### config.mk
export PLATFORM = sky130hd
export DESIGN_NAME = lof_fault_flags
export DESIGN_NICKNAME = d
export VERILOG_FILES = /design/src/lof_pkg.sv /design/src/lof_line_edges.sv /design/src/lof_flag_bank.sv /design/src/lof_fault_flags.sv
export SDC_FILE = /design/constraint.sdc
export NUM_CORES = 1
export LEC_CHECK = 0
export BUFFER_PORTS_ARGS = -buffer_cell sky130_fd_sc_hd__buf_2
export CAP_MARGIN = 20
export CORE_ASPECT_RATIO = 0.75
export CORE_MARGIN = 2
export CORE_UTILIZATION = 59
export CTS_BUF_LIST = sky130_fd_sc_hd__clkbuf_8
export CTS_CLUSTER_SIZE = 30
export DETAILED_ROUTE_END_ITERATION = 7
export GPL_ROUTABILITY_DRIVEN = 1
export HOLD_SLACK_MARGIN = 0.06
export MAX_ROUTING_LAYER = met4
export PLACE_DENSITY = 0.8
export SLEW_MARGIN = 20
export SYNTH_ARGS = -nofsm -noshare
export SYNTH_HDL_FRONTEND = slang
export SYNTH_SLANG_ARGS = --single-unit
### constraint.sdc
create_clock -name clk_sys -period 3.15 [get_ports clk_sys]
set_input_delay 0.63 -clock clk_sys [delete_from_list [all_inputs] [get_ports clk_sys]]
set_output_delay 0.63 -clock clk_sys [all_outputs]
set_load 0.02 [all_outputs]
### src/lof_pkg.sv
package lof_pkg;

  // register offsets
  localparam logic [7:0] HV_SINK_CFG_ADDR    = 8'h10;
  localparam logic [7:0] LV_SINK_CFG_ADDR    = 8'h11;
  localparam logic [7:0] HV_FEEDBACK_ADDR    = 8'h28;
  localparam logic [7:0] LV_FEEDBACK_ADDR    = 8'h29;
  localparam logic [7:0] PUMP_CFG_ADDR       = 8'h2A;
  localparam logic [7:0] BANK_ENABLE_ADDR    = 8'h2B;
  localparam logic [7:0] HV_OPEN_FLAGS_ADDR  = 8'hB0;
  localparam logic [7:0] LV_OPEN_FLAGS_ADDR  = 8'hB1;
  localparam logic [7:0] HV_SHORT_FLAGS_ADDR = 8'hB2;
  localparam logic [7:0] LV_SHORT_FLAGS_ADDR = 8'hB3;
  localparam logic [7:0] FAULT_ENABLE_ADDR   = 8'hB4;

  // reset values
  localparam logic [7:0] HV_SINK_CFG_RST = 8'h06;
  localparam logic [7:0] LV_SINK_CFG_RST = 8'h36;
  localparam logic [7:0] HV_FEEDBACK_RST = 8'h07;
  localparam logic [7:0] LV_FEEDBACK_RST = 8'h3F;
  localparam logic [7:0] PUMP_CFG_RST    = 8'h00;
  localparam logic [7:0] BANK_ENABLE_RST = 8'h00;
  localparam logic [7:0] FAULT_EN_RST    = 8'h00;
  localparam logic [7:0] ZERO_BYTE       = 8'h00;

  // field layout
  localparam int HV_SINKS        = 3;
  localparam int LV_SINKS        = 6;
  localparam int LV_HALF         = 3;
  localparam int BANKS           = 8;
  localparam int OPEN_EN_BIT     = 0;
  localparam int SHORT_EN_BIT    = 1;
  localparam int HV_SHORT_BIT    = 0;
  localparam logic [2:0] BANK_A  = 3'h0;
  localparam logic [2:0] BANK_B  = 3'h1;
  localparam logic [2:0] BANK_C  = 3'h2;
  localparam logic [2:0] BANK_F  = 3'h5;

  // two-wire port
  localparam logic [6:0] DEV_ADDR_DEFAULT = 7'h36;
  localparam logic [3:0] BITS_PER_BYTE    = 4'h8;

  typedef enum logic [2:0] {
    LOF_IDLE     = 3'b000,
    LOF_ADDR     = 3'b001,
    LOF_ADDR_ACK = 3'b011,
    LOF_WR       = 3'b010,
    LOF_WR_ACK   = 3'b110,
    LOF_RD       = 3'b111,
    LOF_RD_ACK   = 3'b101,
    LOF_WAIT     = 3'b100
  } lof_bus_state_e;

endpackage

### src/lof_line_edges.sv
module lof_line_edges (
  input  wire logic clk_sys,
  input  wire logic srst,
  input  wire logic scl_in,
  input  wire logic sda_in,
  output logic      scl_rise,
  output logic      scl_fall,
  output logic      bus_start,
  output logic      bus_stop
);

  logic scl_reg;
  logic sda_reg;

  // reset to idle-high so release of reset is no false edge
  always_ff @(posedge clk_sys) begin
    if (srst) begin
      scl_reg <= 1'b1;
      sda_reg <= 1'b1;
    end else begin
      scl_reg <= scl_in;
      sda_reg <= sda_in;
    end
  end

  assign scl_rise  = scl_in & ~scl_reg;
  assign scl_fall  = ~scl_in & scl_reg;
  assign bus_start = scl_in & scl_reg & sda_reg & ~sda_in;
  assign bus_stop  = scl_in & scl_reg & ~sda_reg & sda_in;

endmodule

### src/lof_flag_bank.sv
module lof_flag_bank #(
  parameter int WIDTH = 1
) (
  input  wire logic             clk_sys,
  input  wire logic             srst,
  input  wire logic             clear,
  input  wire logic [WIDTH-1:0] set_vec,
  output logic      [WIDTH-1:0] flags
);

  logic [WIDTH-1:0] flags_reg;
  logic [WIDTH-1:0] flags_next;

  // a fault seen in the clearing cycle survives the clear
  always_comb begin
    if (clear)
      flags_next = set_vec;
    else
      flags_next = flags_reg | set_vec;
  end

  always_ff @(posedge clk_sys) begin
    if (srst)
      flags_reg <= '0;
    else
      flags_reg <= flags_next;
  end

  assign flags = flags_reg;

endmodule

### src/lof_fault_flags.sv
// How it works
// open and short flags set only while their enable bit is set.
// high-voltage open needs active sink below 200 mV plus overvoltage hit.
// strings not fed from boost output never report open.
// high-voltage open result in bits 2 to 0, one per sink.
// high-voltage short when enabled sink string drops below supply minus 1 V.
// host tests high-voltage shorts one string at a time.
// high-voltage short result for string under test in bit 0.
// low-voltage open when any active sink drops below headroom threshold.
// low-voltage open results in bits 5 to 0, one per sink.
// low-voltage short when pump output minus headroom is below 1 V.
// low-voltage short results in bits 5 to 0, one per sink.
// host sets up bank A at maximum for high-voltage open test.
// host maps only the string under test to bank A for shorts.
// host waits 4 ms, reads flags, then clears bank enables; the testbench reads the flags right after arming, with no wait.
// bank enable bit 0 is bank A, bits 2 and 5 banks C and F.
// host maps banks C and F, forces pump double gain for open test.
// host enables all low-voltage feedback, unity pump gain for short test.
// host uses detection only in production testing.
// low-voltage config zero puts sinks 1-3 on bank C, 4-6 on F.
// flag registers read-only, hold results captured since last enable write.
module lof_fault_flags #(
  parameter logic [6:0] DEV_ADDR = lof_pkg::DEV_ADDR_DEFAULT
) (
  input  wire logic                         clk_sys,
  input  wire logic                         srst,
  input  wire logic                         scl_in,
  input  wire logic                         sda_in,
  output logic                              sda_out,
  output logic                              sda_oe,
  input  wire logic [lof_pkg::HV_SINKS-1:0] hv_sink_below_open,
  input  wire logic                         overvoltage_threshold_hit,
  input  wire logic [lof_pkg::HV_SINKS-1:0] hv_string_below_short,
  input  wire logic [lof_pkg::LV_SINKS-1:0] lv_sink_below_headroom,
  input  wire logic [lof_pkg::LV_SINKS-1:0] lv_led_below_short,
  output logic      [lof_pkg::HV_SINKS-1:0] hv_sink_enable,
  output logic      [lof_pkg::LV_SINKS-1:0] lv_sink_enable,
  output logic      [lof_pkg::HV_SINKS-1:0] hv_feedback_enable,
  output logic      [lof_pkg::LV_SINKS-1:0] lv_feedback_enable,
  output logic      [7:0]                   pump_config
);

  logic                   scl_rise;
  logic                   scl_fall;
  logic                   bus_start;
  logic                   bus_stop;
  lof_pkg::lof_bus_state_e state_reg;
  lof_pkg::lof_bus_state_e state_next;
  logic [7:0]             shift_reg;
  logic [3:0]             bit_cnt_reg;
  logic [7:0]             ptr_reg;
  logic                   ptr_phase_reg;
  logic                   sda_oe_reg;
  logic                   wr_stb;
  logic [7:0]             rd_data;
  logic                   byte_done;
  logic [7:0]             hv_cfg_reg;
  logic [7:0]             lv_cfg_reg;
  logic [7:0]             hv_fb_reg;
  logic [7:0]             lv_fb_reg;
  logic [7:0]             pump_reg;
  logic [7:0]             bank_en_reg;
  logic [7:0]             fault_en_reg;
  logic                   flag_clear;
  logic                   open_en;
  logic                   short_en;
  logic [lof_pkg::HV_SINKS-1:0] hv_open_set;
  logic [lof_pkg::HV_SINKS-1:0] hv_short_any;
  logic [0:0]             hv_short_set;
  logic [lof_pkg::LV_SINKS-1:0] lv_open_set;
  logic [lof_pkg::LV_SINKS-1:0] lv_short_set;
  logic [lof_pkg::HV_SINKS-1:0] hv_open_flags;
  logic [0:0]             hv_short_flags;
  logic [lof_pkg::LV_SINKS-1:0] lv_open_flags;
  logic [lof_pkg::LV_SINKS-1:0] lv_short_flags;

  // bank that drives a low-voltage sink: config bit 0 keeps it on its
  // group's first bank, 1 moves it to a bank of its own
  function automatic logic [2:0] lv_bank(input int idx, input logic sel);
    logic [2:0] base;
    logic [2:0] off;
    base = (idx < lof_pkg::LV_HALF) ? lof_pkg::BANK_C : lof_pkg::BANK_F;
    off  = 3'((idx < lof_pkg::LV_HALF) ? idx : idx - lof_pkg::LV_HALF);
    lv_bank = sel ? 3'(base + off) : base;
  endfunction

  function automatic logic is_addr(input logic [7:0] a, input logic [7:0] b);
    is_addr = (a == b);
  endfunction

  lof_line_edges u_edges (
    .clk_sys   (clk_sys),
    .srst      (srst),
    .scl_in    (scl_in),
    .sda_in    (sda_in),
    .scl_rise  (scl_rise),
    .scl_fall  (scl_fall),
    .bus_start (bus_start),
    .bus_stop  (bus_stop)
  );

  assign byte_done = (bit_cnt_reg == lof_pkg::BITS_PER_BYTE);

  always_comb begin
    state_next = state_reg;
    if (bus_stop) begin
      state_next = lof_pkg::LOF_IDLE;
    end else if (bus_start) begin
      state_next = lof_pkg::LOF_ADDR;
    end else if (scl_fall) begin
      unique case (state_reg)
        lof_pkg::LOF_IDLE:     state_next = lof_pkg::LOF_IDLE;
        lof_pkg::LOF_ADDR: begin
          if (byte_done)
            state_next = (shift_reg[7:1] == DEV_ADDR) ?
                         lof_pkg::LOF_ADDR_ACK : lof_pkg::LOF_WAIT;
        end
        // ninth rise shifted the ack in, so r/w now sits in bit 1
        lof_pkg::LOF_ADDR_ACK:
          state_next = shift_reg[1] ? lof_pkg::LOF_RD : lof_pkg::LOF_WR;
        lof_pkg::LOF_WR: begin
          if (byte_done)
            state_next = lof_pkg::LOF_WR_ACK;
        end
        lof_pkg::LOF_WR_ACK:   state_next = lof_pkg::LOF_WR;
        lof_pkg::LOF_RD: begin
          if (byte_done)
            state_next = lof_pkg::LOF_RD_ACK;
        end
        lof_pkg::LOF_RD_ACK:
          state_next = shift_reg[0] ? lof_pkg::LOF_WAIT : lof_pkg::LOF_RD;
        lof_pkg::LOF_WAIT:     state_next = lof_pkg::LOF_WAIT;
      endcase
    end
  end

  always_ff @(posedge clk_sys) begin
    if (srst)
      state_reg <= lof_pkg::LOF_IDLE;
    else
      state_reg <= state_next;
  end

  // bit counter and shifter; read bytes shift out on the falling edge
  always_ff @(posedge clk_sys) begin
    if (srst) begin
      shift_reg   <= lof_pkg::ZERO_BYTE;
      bit_cnt_reg <= '0;
    end else if (bus_start) begin
      bit_cnt_reg <= '0;
    end else if (scl_rise) begin
      bit_cnt_reg <= bit_cnt_reg + 4'h1;
      if (state_reg == lof_pkg::LOF_RD_ACK)
        shift_reg <= {7'h00, sda_in};
      else if (state_reg != lof_pkg::LOF_RD)
        shift_reg <= {shift_reg[6:0], sda_in};
    end else if (scl_fall) begin
      if (state_next == lof_pkg::LOF_RD &&
          state_reg != lof_pkg::LOF_RD) begin
        shift_reg   <= rd_data;
        bit_cnt_reg <= '0;
      end else if (state_reg == lof_pkg::LOF_RD && !byte_done) begin
        shift_reg <= {shift_reg[6:0], 1'b0};
      end else if (state_next == lof_pkg::LOF_WR &&
                   state_reg != lof_pkg::LOF_WR) begin
        bit_cnt_reg <= '0;
      end
    end
  end

  // slave drives low only: ack bits and zero data bits
  always_ff @(posedge clk_sys) begin
    if (srst || bus_start || bus_stop) begin
      sda_oe_reg <= 1'b0;
    end else if (scl_fall) begin
      unique case (state_next)
        lof_pkg::LOF_ADDR_ACK,
        lof_pkg::LOF_WR_ACK:   sda_oe_reg <= 1'b1;
        lof_pkg::LOF_RD: begin
          if (state_reg != lof_pkg::LOF_RD)
            sda_oe_reg <= ~rd_data[7];
          else
            sda_oe_reg <= ~shift_reg[6];
        end
        default:               sda_oe_reg <= 1'b0;
      endcase
    end
  end

  assign sda_out = 1'b0;
  assign sda_oe  = sda_oe_reg;

  // first written byte sets the pointer; pointer steps after each byte
  always_ff @(posedge clk_sys) begin
    if (srst) begin
      ptr_reg       <= lof_pkg::ZERO_BYTE;
      ptr_phase_reg <= 1'b0;
    end else if (scl_fall && state_reg == lof_pkg::LOF_ADDR_ACK) begin
      ptr_phase_reg <= ~shift_reg[1];
      if (shift_reg[1])
        ptr_reg <= ptr_reg + 8'h01;
    end else if (scl_fall && state_reg == lof_pkg::LOF_WR && byte_done) begin
      ptr_phase_reg <= 1'b0;
      if (ptr_phase_reg)
        ptr_reg <= shift_reg;
      else
        ptr_reg <= ptr_reg + 8'h01;
    end else if (scl_fall && state_reg == lof_pkg::LOF_RD_ACK &&
                 !shift_reg[0]) begin
      ptr_reg <= ptr_reg + 8'h01;
    end
  end

  assign wr_stb = scl_fall && state_reg == lof_pkg::LOF_WR && byte_done &&
                  !ptr_phase_reg;

  // control registers
  always_ff @(posedge clk_sys) begin
    if (srst) begin
      hv_cfg_reg   <= lof_pkg::HV_SINK_CFG_RST;
      lv_cfg_reg   <= lof_pkg::LV_SINK_CFG_RST;
      hv_fb_reg    <= lof_pkg::HV_FEEDBACK_RST;
      lv_fb_reg    <= lof_pkg::LV_FEEDBACK_RST;
      pump_reg     <= lof_pkg::PUMP_CFG_RST;
      bank_en_reg  <= lof_pkg::BANK_ENABLE_RST;
      fault_en_reg <= lof_pkg::FAULT_EN_RST;
    end else if (wr_stb) begin
      if (is_addr(ptr_reg, lof_pkg::HV_SINK_CFG_ADDR))
        hv_cfg_reg <= shift_reg;
      if (is_addr(ptr_reg, lof_pkg::LV_SINK_CFG_ADDR))
        lv_cfg_reg <= shift_reg;
      if (is_addr(ptr_reg, lof_pkg::HV_FEEDBACK_ADDR))
        hv_fb_reg <= shift_reg;
      if (is_addr(ptr_reg, lof_pkg::LV_FEEDBACK_ADDR))
        lv_fb_reg <= shift_reg;
      if (is_addr(ptr_reg, lof_pkg::PUMP_CFG_ADDR))
        pump_reg <= shift_reg;
      if (is_addr(ptr_reg, lof_pkg::BANK_ENABLE_ADDR))
        bank_en_reg <= shift_reg;
      if (is_addr(ptr_reg, lof_pkg::FAULT_ENABLE_ADDR))
        fault_en_reg <= shift_reg;
    end
  end

  // writing the enable register starts a fresh capture window
  assign flag_clear = wr_stb && is_addr(ptr_reg, lof_pkg::FAULT_ENABLE_ADDR);
  assign open_en    = fault_en_reg[lof_pkg::OPEN_EN_BIT];
  assign short_en   = fault_en_reg[lof_pkg::SHORT_EN_BIT];

  genvar gi;
  generate
    for (gi = 0; gi < lof_pkg::HV_SINKS; gi++) begin : g_hv
      // bank select bit: 0 on bank A, 1 on bank B
      assign hv_sink_enable[gi] = hv_cfg_reg[gi] ?
                                  bank_en_reg[lof_pkg::BANK_B] :
                                  bank_en_reg[lof_pkg::BANK_A];
      // feedback off means no overvoltage sense, so no open report
      assign hv_open_set[gi] = open_en && hv_sink_enable[gi] &&
                               hv_fb_reg[gi] &&
                               hv_sink_below_open[gi] &&
                               overvoltage_threshold_hit;
      assign hv_short_any[gi] = short_en && hv_sink_enable[gi] &&
                                hv_string_below_short[gi];
    end
    for (gi = 0; gi < lof_pkg::LV_SINKS; gi++) begin : g_lv
      assign lv_sink_enable[gi] =
        bank_en_reg[lv_bank(gi, lv_cfg_reg[gi])];
      // a weak supply trips this too; no way to tell them apart
      assign lv_open_set[gi] = open_en && lv_sink_enable[gi] &&
                               lv_sink_below_headroom[gi];
      assign lv_short_set[gi] = short_en && lv_sink_enable[gi] &&
                                lv_led_below_short[gi];
    end
  endgenerate

  // one summary bit; only meaningful with a single string enabled
  assign hv_short_set[0] = |hv_short_any;
  assign hv_feedback_enable = hv_fb_reg[lof_pkg::HV_SINKS-1:0];
  assign lv_feedback_enable = lv_fb_reg[lof_pkg::LV_SINKS-1:0];
  assign pump_config        = pump_reg;

  lof_flag_bank #(.WIDTH(lof_pkg::HV_SINKS)) u_hv_open (
    .clk_sys (clk_sys),
    .srst    (srst),
    .clear   (flag_clear),
    .set_vec (hv_open_set),
    .flags   (hv_open_flags)
  );

  lof_flag_bank #(.WIDTH(1)) u_hv_short (
    .clk_sys (clk_sys),
    .srst    (srst),
    .clear   (flag_clear),
    .set_vec (hv_short_set),
    .flags   (hv_short_flags)
  );

  lof_flag_bank #(.WIDTH(lof_pkg::LV_SINKS)) u_lv_open (
    .clk_sys (clk_sys),
    .srst    (srst),
    .clear   (flag_clear),
    .set_vec (lv_open_set),
    .flags   (lv_open_flags)
  );

  lof_flag_bank #(.WIDTH(lof_pkg::LV_SINKS)) u_lv_short (
    .clk_sys (clk_sys),
    .srst    (srst),
    .clear   (flag_clear),
    .set_vec (lv_short_set),
    .flags   (lv_short_flags)
  );

  // read mux; flag registers have no write path
  always_comb begin
    rd_data = lof_pkg::ZERO_BYTE;
    unique case (ptr_reg)
      lof_pkg::HV_SINK_CFG_ADDR:    rd_data = hv_cfg_reg;
      lof_pkg::LV_SINK_CFG_ADDR:    rd_data = lv_cfg_reg;
      lof_pkg::HV_FEEDBACK_ADDR:    rd_data = hv_fb_reg;
      lof_pkg::LV_FEEDBACK_ADDR:    rd_data = lv_fb_reg;
      lof_pkg::PUMP_CFG_ADDR:       rd_data = pump_reg;
      lof_pkg::BANK_ENABLE_ADDR:    rd_data = bank_en_reg;
      lof_pkg::HV_OPEN_FLAGS_ADDR:
        rd_data = {5'h00, hv_open_flags};
      lof_pkg::LV_OPEN_FLAGS_ADDR:
        rd_data = {2'h0, lv_open_flags};
      lof_pkg::HV_SHORT_FLAGS_ADDR:
        rd_data = {7'h00, hv_short_flags};
      lof_pkg::LV_SHORT_FLAGS_ADDR:
        rd_data = {2'h0, lv_short_flags};
      lof_pkg::FAULT_ENABLE_ADDR:   rd_data = fault_en_reg;
      default:                      rd_data = lof_pkg::ZERO_BYTE;
    endcase
  end

endmodule

==> results of run 1 <==
-- stage by stage --
stage	util	hold slack, ns	total power, mW	cell area (µm²)
after detailed placement	0.643	0.447	1.46	5490
after global placement	0.643	0.442	1.45	5490
after global routing	0.665	0.490	2.27	5670
after CTS	0.665	0.461	2.22	5670
after floorplan	-	0.431	1.40	5220
final	0.665	0.460	2.22	5670
-- final timing paths --
path | startpoint | endpoint | slack (ns)
setup / recovery | ptr_reg[2] | lv_fb_reg[5] | 0.38
hold reg to reg | hv_fb_reg[3] | hv_fb_reg[3] | 0.46
hold / removal | hv_fb_reg[3] | hv_fb_reg[3] | 0.46
setup reg to reg | ptr_reg[2] | lv_fb_reg[5] | 0.38
-- worst register-to-register path, cell delays in order (launching register included) --
cell     delay, ns
dfxtp_1       0.40
or3_1         0.52
nor2_2        0.44
and2_1        0.55
nand2_1       0.37
a211o_1       0.37
-- final cells by class --
type | instances | area share
Tap cell | 108 | 0.0238
Timing Repair Buffer | 75 | 0.0777
Clock buffer | 10 | 0.0243
Sequential cell | 99 | 0.350
Clock inverter | 6 | 0.00817
Multi-Input combinational cell | 446 | 0.507
Inverter | 15 | 0.00993
-- Yosys cell counts, types with 8 or more instances --
master / count / area share
mux2i_1: 21 / 0.040
nand2_1: 54 / 0.039
dfxtp_1: 99 / 0.38
a22oi_1: 21 / 0.030
a22o_1: 9 / 0.015
a21oi_1: 52 / 0.050
clkbuf_1: 46 / 0.033
a32oi_1: 12 / 0.020
and3_1: 8 / 0.0096
nor3_1: 16 / 0.015
buf_4: 14 / 0.020
a211o_1: 15 / 0.025
ha_1: 9 / 0.022
o21ai_0: 15 / 0.014
nor2_1: 62 / 0.045
inv_1: 15 / 0.011
nand3_1: 34 / 0.033
-- cells in the final DEF, fill, tap and decap left out, types with 3 or more instances in the layout --
cell and instances:
dfxtp_1 99, nor2_1 62, nand2_1 54, a21oi_1 52
buf_2 49, nand3_1 34, buf_4 26, mux2i_1 21
a22oi_1 21, nor3_1 16, inv_1 15, o21ai_0 15
a211o_1 15, a32oi_1 12, clkbuf_8 10, a22o_1 9
ha_1 9, and3_1 8, mux2_2 7, nor2b_1 7
nor3b_1 6, o21a_1 6, nor4_1 6, a222oi_1 6
and2_1 5, nand2b_1 5, a211oi_1 5, nand4_1 5
nand3b_1 4, a221o_1 4, a221oi_1 4, o31ai_1 4
nor4b_1 3, a2111oi_2 3
-- power by group through the flow --
stage	Clock, mW	Combinational [mW]	Sequential (mW)
floorplan	0	0.111	1.29
global placement	0	0.153	1.30
detailed placement	0	0.156	1.30
CTS	0.787	0.157	1.27
global route	0.826	0.172	1.27
finish	0.787	0.161	1.27
-- routing by layer --
metal  wire, µm  vias up
met1       6830     2353
li1           -     2316
met2       6450      283
met5          0        -
met4        296        0
met3       1590       29
-- cell families (layout without fill, tap and decap cells) --
group | count (synthesis) | in the layout | share of synthesized area
and+or+nand+nor | 233 | 233 | 0.226
AOI/OAI and AO/OA | 174 | 174 | 0.244
DFF | 99 | 99 | 0.380
buffers and inverters | 82 | 106 | 0.0705
muxes | 28 | 28 | 0.0554
adders and majority gates | 9 | 9 | 0.0216
other | 1 | 1 | 0.000719
xor gates and xnor gates | 1 | 1 | 0.00168
==> results.tsv, run 1 <==
stage	metric	value	unit
setup_path	cp_top_family	simple AND/OR/NAND/NOR gates	
power_and_ir_drop	p_leak	2.17	nW
timing	fin_setup_tns	0	ns
finish	multi_input_area	2870	µm²
place	io_buffers	49	
setup_path	worstPathCellList	or3_1 -> nor2_2 -> and2_1 -> nand2_1 -> a211o_1	
yosys	synth_ff_type	dfxtp_1	
cts	postCtsResizedCells	0	
routing	viasPerCell	6.56	
finish	nets	678	
power_and_ir_drop	switching_share	0.266	
power_and_ir_drop	clock_power_share	0.354	
yosys	synth.distinct_cells	62	
cts	clkSlewWorstSetupHoldPaths	0.10	ns
place	dp.final_hpwl	10700	µm
floorplan	start_util	0.612	
timing	fmax	361	MHz
grt	use_met1	0.469	
cts	cts_buffer_depth	2	
place	dp_cells	743	
outcome	status	completed	
cts	cts_max_level	3	
grt	grt_pass1_wl	24300	µm
place	dp_slack	0.281	ns
finish	drive_gt1_frac	0.177	
yosys	synth-edff-count	0	
power_and_ir_drop	p_int	1.63	mW
timing	maxSlewViolCount	0	
cts	worstSkewPairLatency	0.38	ns
finish	instances_no_fill	759	
timing	setup_slack	0.379	ns
floorplan	num_rows	29	
routing	drtIter0Drc	753	
power_and_ir_drop	pwr-share-seq	0.573	
routing	dr.pass1.iters	6	
setup_path	crit_path_max_incr_delay	0.55	ns
timing	relSlewSlack	0.568	
yosys	synthArstFlopShare	0	
grt	grt_util_all_layers	0.327	
cts	numCtsBuffers	9	
setup_path	end_kind	register	
timing	worst_pin_slew	0.647	ns
finish	ff_latch_area	1980	µm²
yosys	synth_nets	659	
cts	cts_setup_buffers	0	
routing	post-route-drc-count	0	
timing	setup_violations	0	
setup_path	path_max_fanout	14	
finish	area_growth	8.71	%
power_and_ir_drop	vdd_drop_max	0.288	mV
routing	wire_per_inst	20.0	µm
setup_path	critPathKind	register to register	
timing	hold_viol	0	
setup_path	crit_required	3.42	ns
yosys	synth.avg_cell_area	8.32	µm²
routing	wl	15200	µm
floorplan	core	8530	µm²
grt	use_met2	0.465	
grt	grt_pass1_vias	4587	
setup_path	critPathBufInv	0	
cts	cts-root-buf	clkbuf_8	
setup_path	startpoint_type	register	
floorplan	ios	51	
yosys	ys_ff_latch	99	
yosys	synth_area	5220	µm²
worst_hold_path	hold_path.class	register to register	
timing	finalClockSkew	0.0166	ns
grt	grt_start_max_net_pins	60	
yosys	synth_warnings	0	
cts	cts_tree	done	
finish	antenna_cells	0	
floorplan	fp.dieH	85.4	µm
setup_path	cp.arrival	3.04	ns
grt	grt_use_met3	0.0714	
worst_hold_path	holdPathStages	2	
flow_run	maxCapViolCount	0	
grt	grt.busiest_layer	met1	
timing	period_needed	2.77	ns
routing	ant_nets	0	
power_and_ir_drop	combPwrFrac	0.072	
floorplan	die_width	113	µm
timing	rsz0062_at_grt	false	
floorplan	dieArea	9610	µm²
place	gp_congestion	0.972	
power_and_ir_drop	p_per_area	392	nW/µm²
setup_path	reg2regPathDepth	5	
finish	fillCellCount	721	
yosys	synth_cells	627	
grt	antenna_found_initial	0	
setup_path	cp.depth	5	
cts	cts-hold-fix-buffers	0	
setup_path	slowest_stage	and2_1	
cts	clock-sinks	99	
power_and_ir_drop	netSwitchingPower	0.591	mW
timing	min_period_over_period	0.880	
routing	vias	4981	
grt	overflow	0	
yosys	synth.yosys.seq_area_share	0.380	
Power figures use the tool's default switching activity.
==> run 2, diff against run 1 <==
--- a/config.mk
+++ b/config.mk
@@ -7,16 +7,18 @@
 export LEC_CHECK = 0
 export BUFFER_PORTS_ARGS = -buffer_cell sky130_fd_sc_hd__buf_2
 export CAP_MARGIN = 20
+export CELL_PAD_IN_SITES_DETAIL_PLACEMENT = 2
+export CELL_PAD_IN_SITES_GLOBAL_PLACEMENT = 2
 export CORE_ASPECT_RATIO = 0.75
 export CORE_MARGIN = 2
-export CORE_UTILIZATION = 59
+export CORE_UTILIZATION = 37
 export CTS_BUF_LIST = sky130_fd_sc_hd__clkbuf_8
 export CTS_CLUSTER_SIZE = 30
 export DETAILED_ROUTE_END_ITERATION = 7
-export GPL_ROUTABILITY_DRIVEN = 1
+export GPL_ROUTABILITY_DRIVEN = 0
 export HOLD_SLACK_MARGIN = 0.06
 export MAX_ROUTING_LAYER = met4
-export PLACE_DENSITY = 0.8
+export PLACE_DENSITY_LB_ADDON = 0.1
 export SLEW_MARGIN = 20
 export SYNTH_ARGS = -nofsm -noshare
 export SYNTH_HDL_FRONTEND = slang
==> run 2 against run 1 <==
  * Final cell count rose by 9.4%
  * Setup slack improved by 0.11 ns
  * Combinational power rose by 11%
  * Critical endpoint is now shift_reg[5]
  * Largest cell class unchanged
  * Highest routed layer unchanged
==> results.tsv, run 2 (synthesis gave the netlist of run 1 again) <==
stage	metric	value	unit
grt	grt_pass1_vias	5157	
finish	nets	682	
setup_path	path_max_fanout	20	
finish	fillCellCount	1562	
cts	cts_buffer_depth	2	
power_and_ir_drop	switching_share	0.276	
timing	rsz0062_at_grt	false	
timing	fmax	375	MHz
setup_path	critPathKind	register to register	
finish	area_growth	11.7	%
finish	final_cell_mix	dfxtp_1 (99), nor2_1 (62), nand2_1 (54)	
grt	grt_start_max_net_pins	96	
grt	grt_util_all_layers	0.270	
cts	cts_max_level	3	
routing	vias	5041	
setup_path	r2r_setup_slack	0.49	ns
power_and_ir_drop	p_leak	2.22	nW
cts	cts_tree	done	
flow_run	maxCapViolCount	0	
setup_path	critPathBufInv	0	
routing	ant_nets	0	
timing	worst_pin_slew	0.671	ns
finish	postLayoutCellArea	5830	µm²
finish	instances_no_fill	830	
place	placed_cell_area	5610	µm²
timing	maxSlewViolCount	0	
power_and_ir_drop	vdd_drop_max	0.220	mV
routing	viasPerCell	6.07	
floorplan	fp.dieH	107	µm
power_and_ir_drop	combPwrFrac	0.075	
cts	cts-hold-fix-buffers	0	
finish	final_common_cell	dfxtp_1	
power_and_ir_drop	netSwitchingPower	0.650	mW
timing	period_needed	2.66	ns
timing	hold_viol	0	
routing	drtIter0Drc	378	
timing	relSlewSlack	0.553	
cts	numCtsBuffers	9	
floorplan	num_rows	37	
cts	clock-sinks	99	
floorplan	die_width	141	µm
setup_path	crit_path_max_incr_delay	0.56	ns
finish	antenna_cells	0	
setup_path	end_kind	register	
setup_path	crit_required	3.42	ns
cts	clkSlewWorstSetupHoldPaths	0.11	ns
grt	overflow	0	
floorplan	start_util	0.379	
setup_path	slowest_stage	or4_4	
setup_path	startpoint	state_reg[1]	
setup_path	cp_top_family	simple AND/OR/NAND/NOR gates	
setup_path	worstPathCellList	or3b_1 -> or4_4 -> o21ai_4 -> a41o_4 -> nand2_4 -> a2111oi_2	
power_and_ir_drop	clock_power_share	0.387	
place	io_buffers	49	
worst_hold_path	hold_path.class	register to register	
timing	fin_setup_tns	0	ns
grt	grt_pass1_wl	30500	µm
routing	dr.pass1.iters	8	
power_and_ir_drop	p_per_area	405	nW/µm²
cts	cts_setup_buffers	0	
timing	finalClockSkew	0.0105	ns
place	dp_cells	814	
timing	setup_slack	0.487	ns
floorplan	ios	51	
routing	wire_per_inst	23.3	µm
power_and_ir_drop	p_int	1.71	mW
setup_path	cp.arrival	2.93	ns
routing	post-route-drc-count	0	
outcome	status	completed	
setup_path	r2r-start	state_reg[1]	
finish	drive_gt1_frac	0.182	
grt	antenna_found_initial	0	
cts	postCtsResizedCells	0	
timing	setup_violations	0	
worst_hold_path	min_from	lv_cfg_reg[3]	
timing	min_period_over_period	0.846	
setup_path	startpoint_type	register	
routing	wl	19300	µm
cts	cts-root-buf	clkbuf_8	
cts	worstSkewPairLatency	0.38	ns
floorplan	core	13700	µm²
power_and_ir_drop	pwr-share-seq	0.538	
place	dp_slack	0.266	ns
place	dp.final_hpwl	13900	µm
floorplan	dieArea	15100	µm²
-- run 2: cell count changes in the layout (fill, tap and decap cells not counted) --
cell	previous run	this run
buf_12	0	1
bufinv_16	0	1
clkinv_2	1	0
clkinvlp_4	2	0
clkbuf_8	10	9
inv_8	0	3
buf_4	26	29
-- run 2: power by group through the flow --
stage	clock network (mW)	registers [mW]	logic (mW)
6_report	0.913	1.27	0.178
2_1_floorplan	0	1.29	0.111
3_5_place_dp	0	1.30	0.176
3_3_place_gp	0	1.30	0.171
4_1_cts	0.933	1.27	0.176
5_1_grt	0.985	1.27	0.191
-- run 2: layout make-up --
class                   count  area, µm²  share of cell area
clock buffers               9        124              0.0213
clock inverters             7       90.1              0.0155
well taps                 175        219              0.0376
multi-input cells         446       2870               0.493
repair buffers             79        483              0.0829
inverters                  15       56.3             0.00966
flip-flops and latches     99       1980               0.340
-- run 2: per-layer routing --
layer | vias up | wire length (µm) | track usage
li1 | 2324 | - | -
met4 | 0 | 116 | 0.0364
met3 | 13 | 968 | 0.0371
met5 | - | 0 | -
met1 | 2570 | 9990 | 0.410
met2 | 134 | 8240 | 0.389
-- run 2: worst reg2reg max path: stages, from the launching register on --
cell and delay (ns):
dfxtp_1 0.53, or3b_1 0.47, or4_4 0.56, o21ai_4 0.19
a41o_4 0.31, nand2_4 0.08, a2111oi_2 0.41
-- run 2: final timing paths --
check / depth (start not counted) / end
hold reg to reg: 2 / lv_cfg_reg[3]
hold / removal: 2 / lv_cfg_reg[3]
setup reg to reg: 6 / shift_reg[5]
setup / recovery: 6 / shift_reg[5]
-- run 2: metrics by stage --
| stage | hold WS, ns | total power, mW | utilization |
|---|---|---|---|
| detailed placement | 0.451 | 1.47 | 0.408 |
| global route | 0.483 | 2.45 | 0.424 |
| floorplan | 0.431 | 1.40 | - |
| global placement | 0.441 | 1.47 | 0.408 |
| CTS | 0.466 | 2.38 | 0.424 |
| finish | 0.465 | 2.36 | 0.424 |
==> run 3, diff against run 2 <==
--- a/config.mk
+++ b/config.mk
@@ -5,13 +5,14 @@
 export SDC_FILE = /design/constraint.sdc
 export NUM_CORES = 1
 export LEC_CHECK = 0
+export ABC_AREA = 1
 export BUFFER_PORTS_ARGS = -buffer_cell sky130_fd_sc_hd__buf_2
 export CAP_MARGIN = 20
 export CELL_PAD_IN_SITES_DETAIL_PLACEMENT = 2
 export CELL_PAD_IN_SITES_GLOBAL_PLACEMENT = 2
 export CORE_ASPECT_RATIO = 0.75
 export CORE_MARGIN = 2
-export CORE_UTILIZATION = 37
+export CORE_UTILIZATION = 35
 export CTS_BUF_LIST = sky130_fd_sc_hd__clkbuf_8
 export CTS_CLUSTER_SIZE = 30
 export DETAILED_ROUTE_END_ITERATION = 7
==> constraint.sdc (replaced) <==
create_clock -name clk_sys -period 2.7 [get_ports clk_sys]
set_input_delay 0.54 -clock clk_sys [delete_from_list [all_inputs] [get_ports clk_sys]]
set_output_delay 0.54 -clock clk_sys [all_outputs]
set_load 0.02 [all_outputs]
==> run 3 against run 2 <==
  * Setup slack got worse by 0.22 ns
  * Highest routed layer unchanged
  * Largest cell class unchanged
  * Clock skew is 0.0014 ns lower
  * Sequential share of layout area fell by 0.13 points
  * Maximum frequency increased by 9.5%
  * Critical path type unchanged
==> results.tsv, run 3 <==
stage	metric	value	unit
cts	numCtsBuffers	9	
timing	finalClockSkew	0.00913	ns
worst_hold_path	hold_path.class	primary input to register	
floorplan	dieArea	15800	µm²
worst_hold_path	min_from	sda_in	
routing	dr.pass1.iters	5	
yosys	synthSimpleGateAreaFrac	0.313	
finish	fillCellCount	1803	
floorplan	num_rows	38	
place	dp.final_hpwl	16000	µm
routing	vias	5387	
yosys	synth.distinct_cells	42	
yosys	synth_area	5180	µm²
yosys	synth.avg_cell_area	6.96	µm²
floorplan	fp.dieH	109	µm
cts	cts-root-buf	clkbuf_8	
yosys	synth_ff_type	dfxtp_1	
cts	cts_max_level	3	
yosys	yosysTopAreaCell	dfxtp_1	
timing	fin_setup_tns	0	ns
grt	grt_start_max_net_pins	46	
setup_path	startpoint	bit_cnt_reg[0]	
yosys	ys_ff_latch	99	
grt	grt_pass1_vias	5629	
timing	relSlewSlack	0.519	
routing	drtIter0Drc	315	
yosys	synth-edff-count	0	
grt	use_met1	0.407	
power_and_ir_drop	p_leak	2.61	nW
place	dp_slack	0.105	ns
outcome	status	completed	
setup_path	crit_required	2.98	ns
setup_path	startpoint_type	register	
timing	setup_slack	0.267	ns
flow_run	maxCapViolCount	0	
grt	antenna_found_initial	0	
timing	period_needed	2.43	ns
yosys	synth-compound-area-share	0.185	
cts	worstSkewPairLatency	0.38	ns
finish	instances_no_fill	995	
yosys	synthAdderAreaFrac	0.0218	
routing	wire_per_inst	21.0	µm
floorplan	ios	51	
setup_path	worstPathCellList	inv_1 -> ha_1 -> nand2_1 -> nor2_4 -> nand3_2 -> nand2_1 -> nand2_1 -> nand2_1 -> nand2_1 -> nand2_1 -> nand2_1 -> nand3_1 -> nand3_1 -> nand2_2 -> inv_1 -> nor2_1 -> nor2_1	
yosys	synth_nets	776	
finish	nets	822	
floorplan	start_util	0.358	
setup_path	end_kind	register	
setup_path	cp.arrival	2.71	ns
timing	setup_violations	0	
cts	cts_tree	done	
grt	grt_util_all_layers	0.287	
grt	grt.busiest_layer	met2	
setup_path	critPathKind	register to register	
timing	maxSlewViolCount	0	
yosys	synth_cells	744	
routing	post-route-drc-count	0	
yosys	synth.yosys.seq_area_share	0.383	
floorplan	die_width	144	µm
cts	clkSlewWorstSetupHoldPaths	0.10	ns
place	io_buffers	49	
setup_path	path_max_fanout	4	
timing	rsz0062_at_grt	false	
cts	cts_buffer_depth	2	
grt	grt_use_met3	0.0479	
yosys	netlist_top_cells_area	dfxtp_1 (38%), nand2_1 (12%), nand3_1 (8.6%), a21oi_1 (7.4%), o21ai_0 (5.4%)	
yosys	ys_top_cells_by_count	nand2_1 (165), dfxtp_1 (99), nand3_1 (89), a21oi_1 (77), inv_1 (59)	
routing	wl	20900	µm
cts	clock-sinks	99	
yosys	yosysMostFrequentCell	nand2_1	
routing	viasPerCell	5.41	
finish	final_util	0.405	
setup_path	crit_top_cell	nand2_1	
grt	overflow	0	
power_and_ir_drop	p_per_area	458	nW/µm²
routing	ant_nets	0	
yosys	muxShareOfSynthArea	0	
yosys	synth_warnings	0	
yosys	synth_xor_area_frac	0.00338	
power_and_ir_drop	total_power	2.68	mW
finish	drive_gt1_frac	0.155	
yosys	synth_top_family_by_area	simple AND/OR/NAND/NOR gates	
setup_path	r2r-start	bit_cnt_reg[0]	
place	dp_cells	979	
timing	min_period_over_period	0.901	
floorplan	core	14500	µm²
timing	fmax	411	MHz
finish	area_growth	13.0	%
setup_path	crit_path_max_incr_delay	0.36	ns
yosys	synthArstFlopShare	0	
power_and_ir_drop	vdd_drop_max	0.216	mV
yosys	synth_top_area_frac	0.383	
setup_path	slowest_stage	dfxtp_1	
timing	hold_viol	0	
finish	final_cell_mix	nand2_1 (164), dfxtp_1 (99), nand3_1 (88)	
finish	final_common_cell	nand2_1	
grt	use_met2	0.436	
grt	grt_pass1_wl	33100	µm
cts	cts-hold-fix-buffers	0	
finish	antenna_cells	0	
timing	worst_pin_slew	0.715	ns
run 3: cell types whose count changed after synthesis, sizes merged, moves of 9 or more:
cell / delta
nand2: +114
nand3: +58
inv: +52
o21ai: +42
clkbuf: -28
a21oi: +26
a22oi: -21
mux2i: -21
a211o: -15
o211ai: +15
a32oi: -12
nand4: +10
a22o: -9
run 3: worst max-delay path: cells and delay by family (launching register included):
kind / cells / cell delay (ns)
and+or+nand+nor: 14 / 1.68
DFF: 1 / 0.36
buffers and inverters: 2 / 0.15
adders and majority gates: 1 / 0.16
run 3: metal layers:
layer  part of all wire  vias to the layer above
li1                   -                     2586
met1               0.50                     2678
met2               0.44                      105
met3              0.046                       18
met4              0.011                        0
met5                  0                        -
run 3: stage by stage:
| step | hold slack (ns) | cell area (µm²) |
|---|---|---|
| after floorplan | 0.437 | 5180 |
| after global placement | 0.450 | 5660 |
| after detailed placement | 0.463 | 5660 |
| after CTS | 0.387 | 5840 |
| after global routing | 0.406 | 5850 |
| final | 0.393 | 5850 |
run 3: final cells by class:
type / instances / area (µm²) / share of cell area
Inverter: 73 / 275 / 0.0471
Sequential cell: 99 / 1980 / 0.339
Clock inverter: 6 / 42.5 / 0.00727
Clock buffer: 10 / 138 / 0.0235
Timing Repair Buffer: 73 / 438 / 0.0749
Tap cell: 200 / 250 / 0.0428
Multi-Input combinational cell: 534 / 2720 / 0.466
run 3: repair_timing:
item	CTS	global route
endpoints found under the setup margin	0	12
endpoints found under the hold margin	0	0
gates resized for setup	0	4
buffers inserted	0	0
run 3: power by group:
group          switching (mW)  total, mW  internal, mW
logic                   0.173      0.246        0.0729
registers              0.0223       1.50          1.48
clock network           0.572      0.934         0.361
run 3: logic make-up after synthesis:
kind of cell / Yosys count
fa+ha+maj: 9
simple gates: 350
other cells: 1
buf+inv: 111
xor+xnor: 2
compound gates: 172
flops: 99
run 3: path summary, 6_finish.rpt:
kind | end | slack, ns | depth (start not counted)
worst max register to register | bit_cnt_reg[3] | 0.27 | 17
worst min register to register | sda_oe | 0.48 | 2
worst min-delay path | u_edges.sda_reg | 0.39 | 3
worst max-delay path | bit_cnt_reg[3] | 0.27 | 17
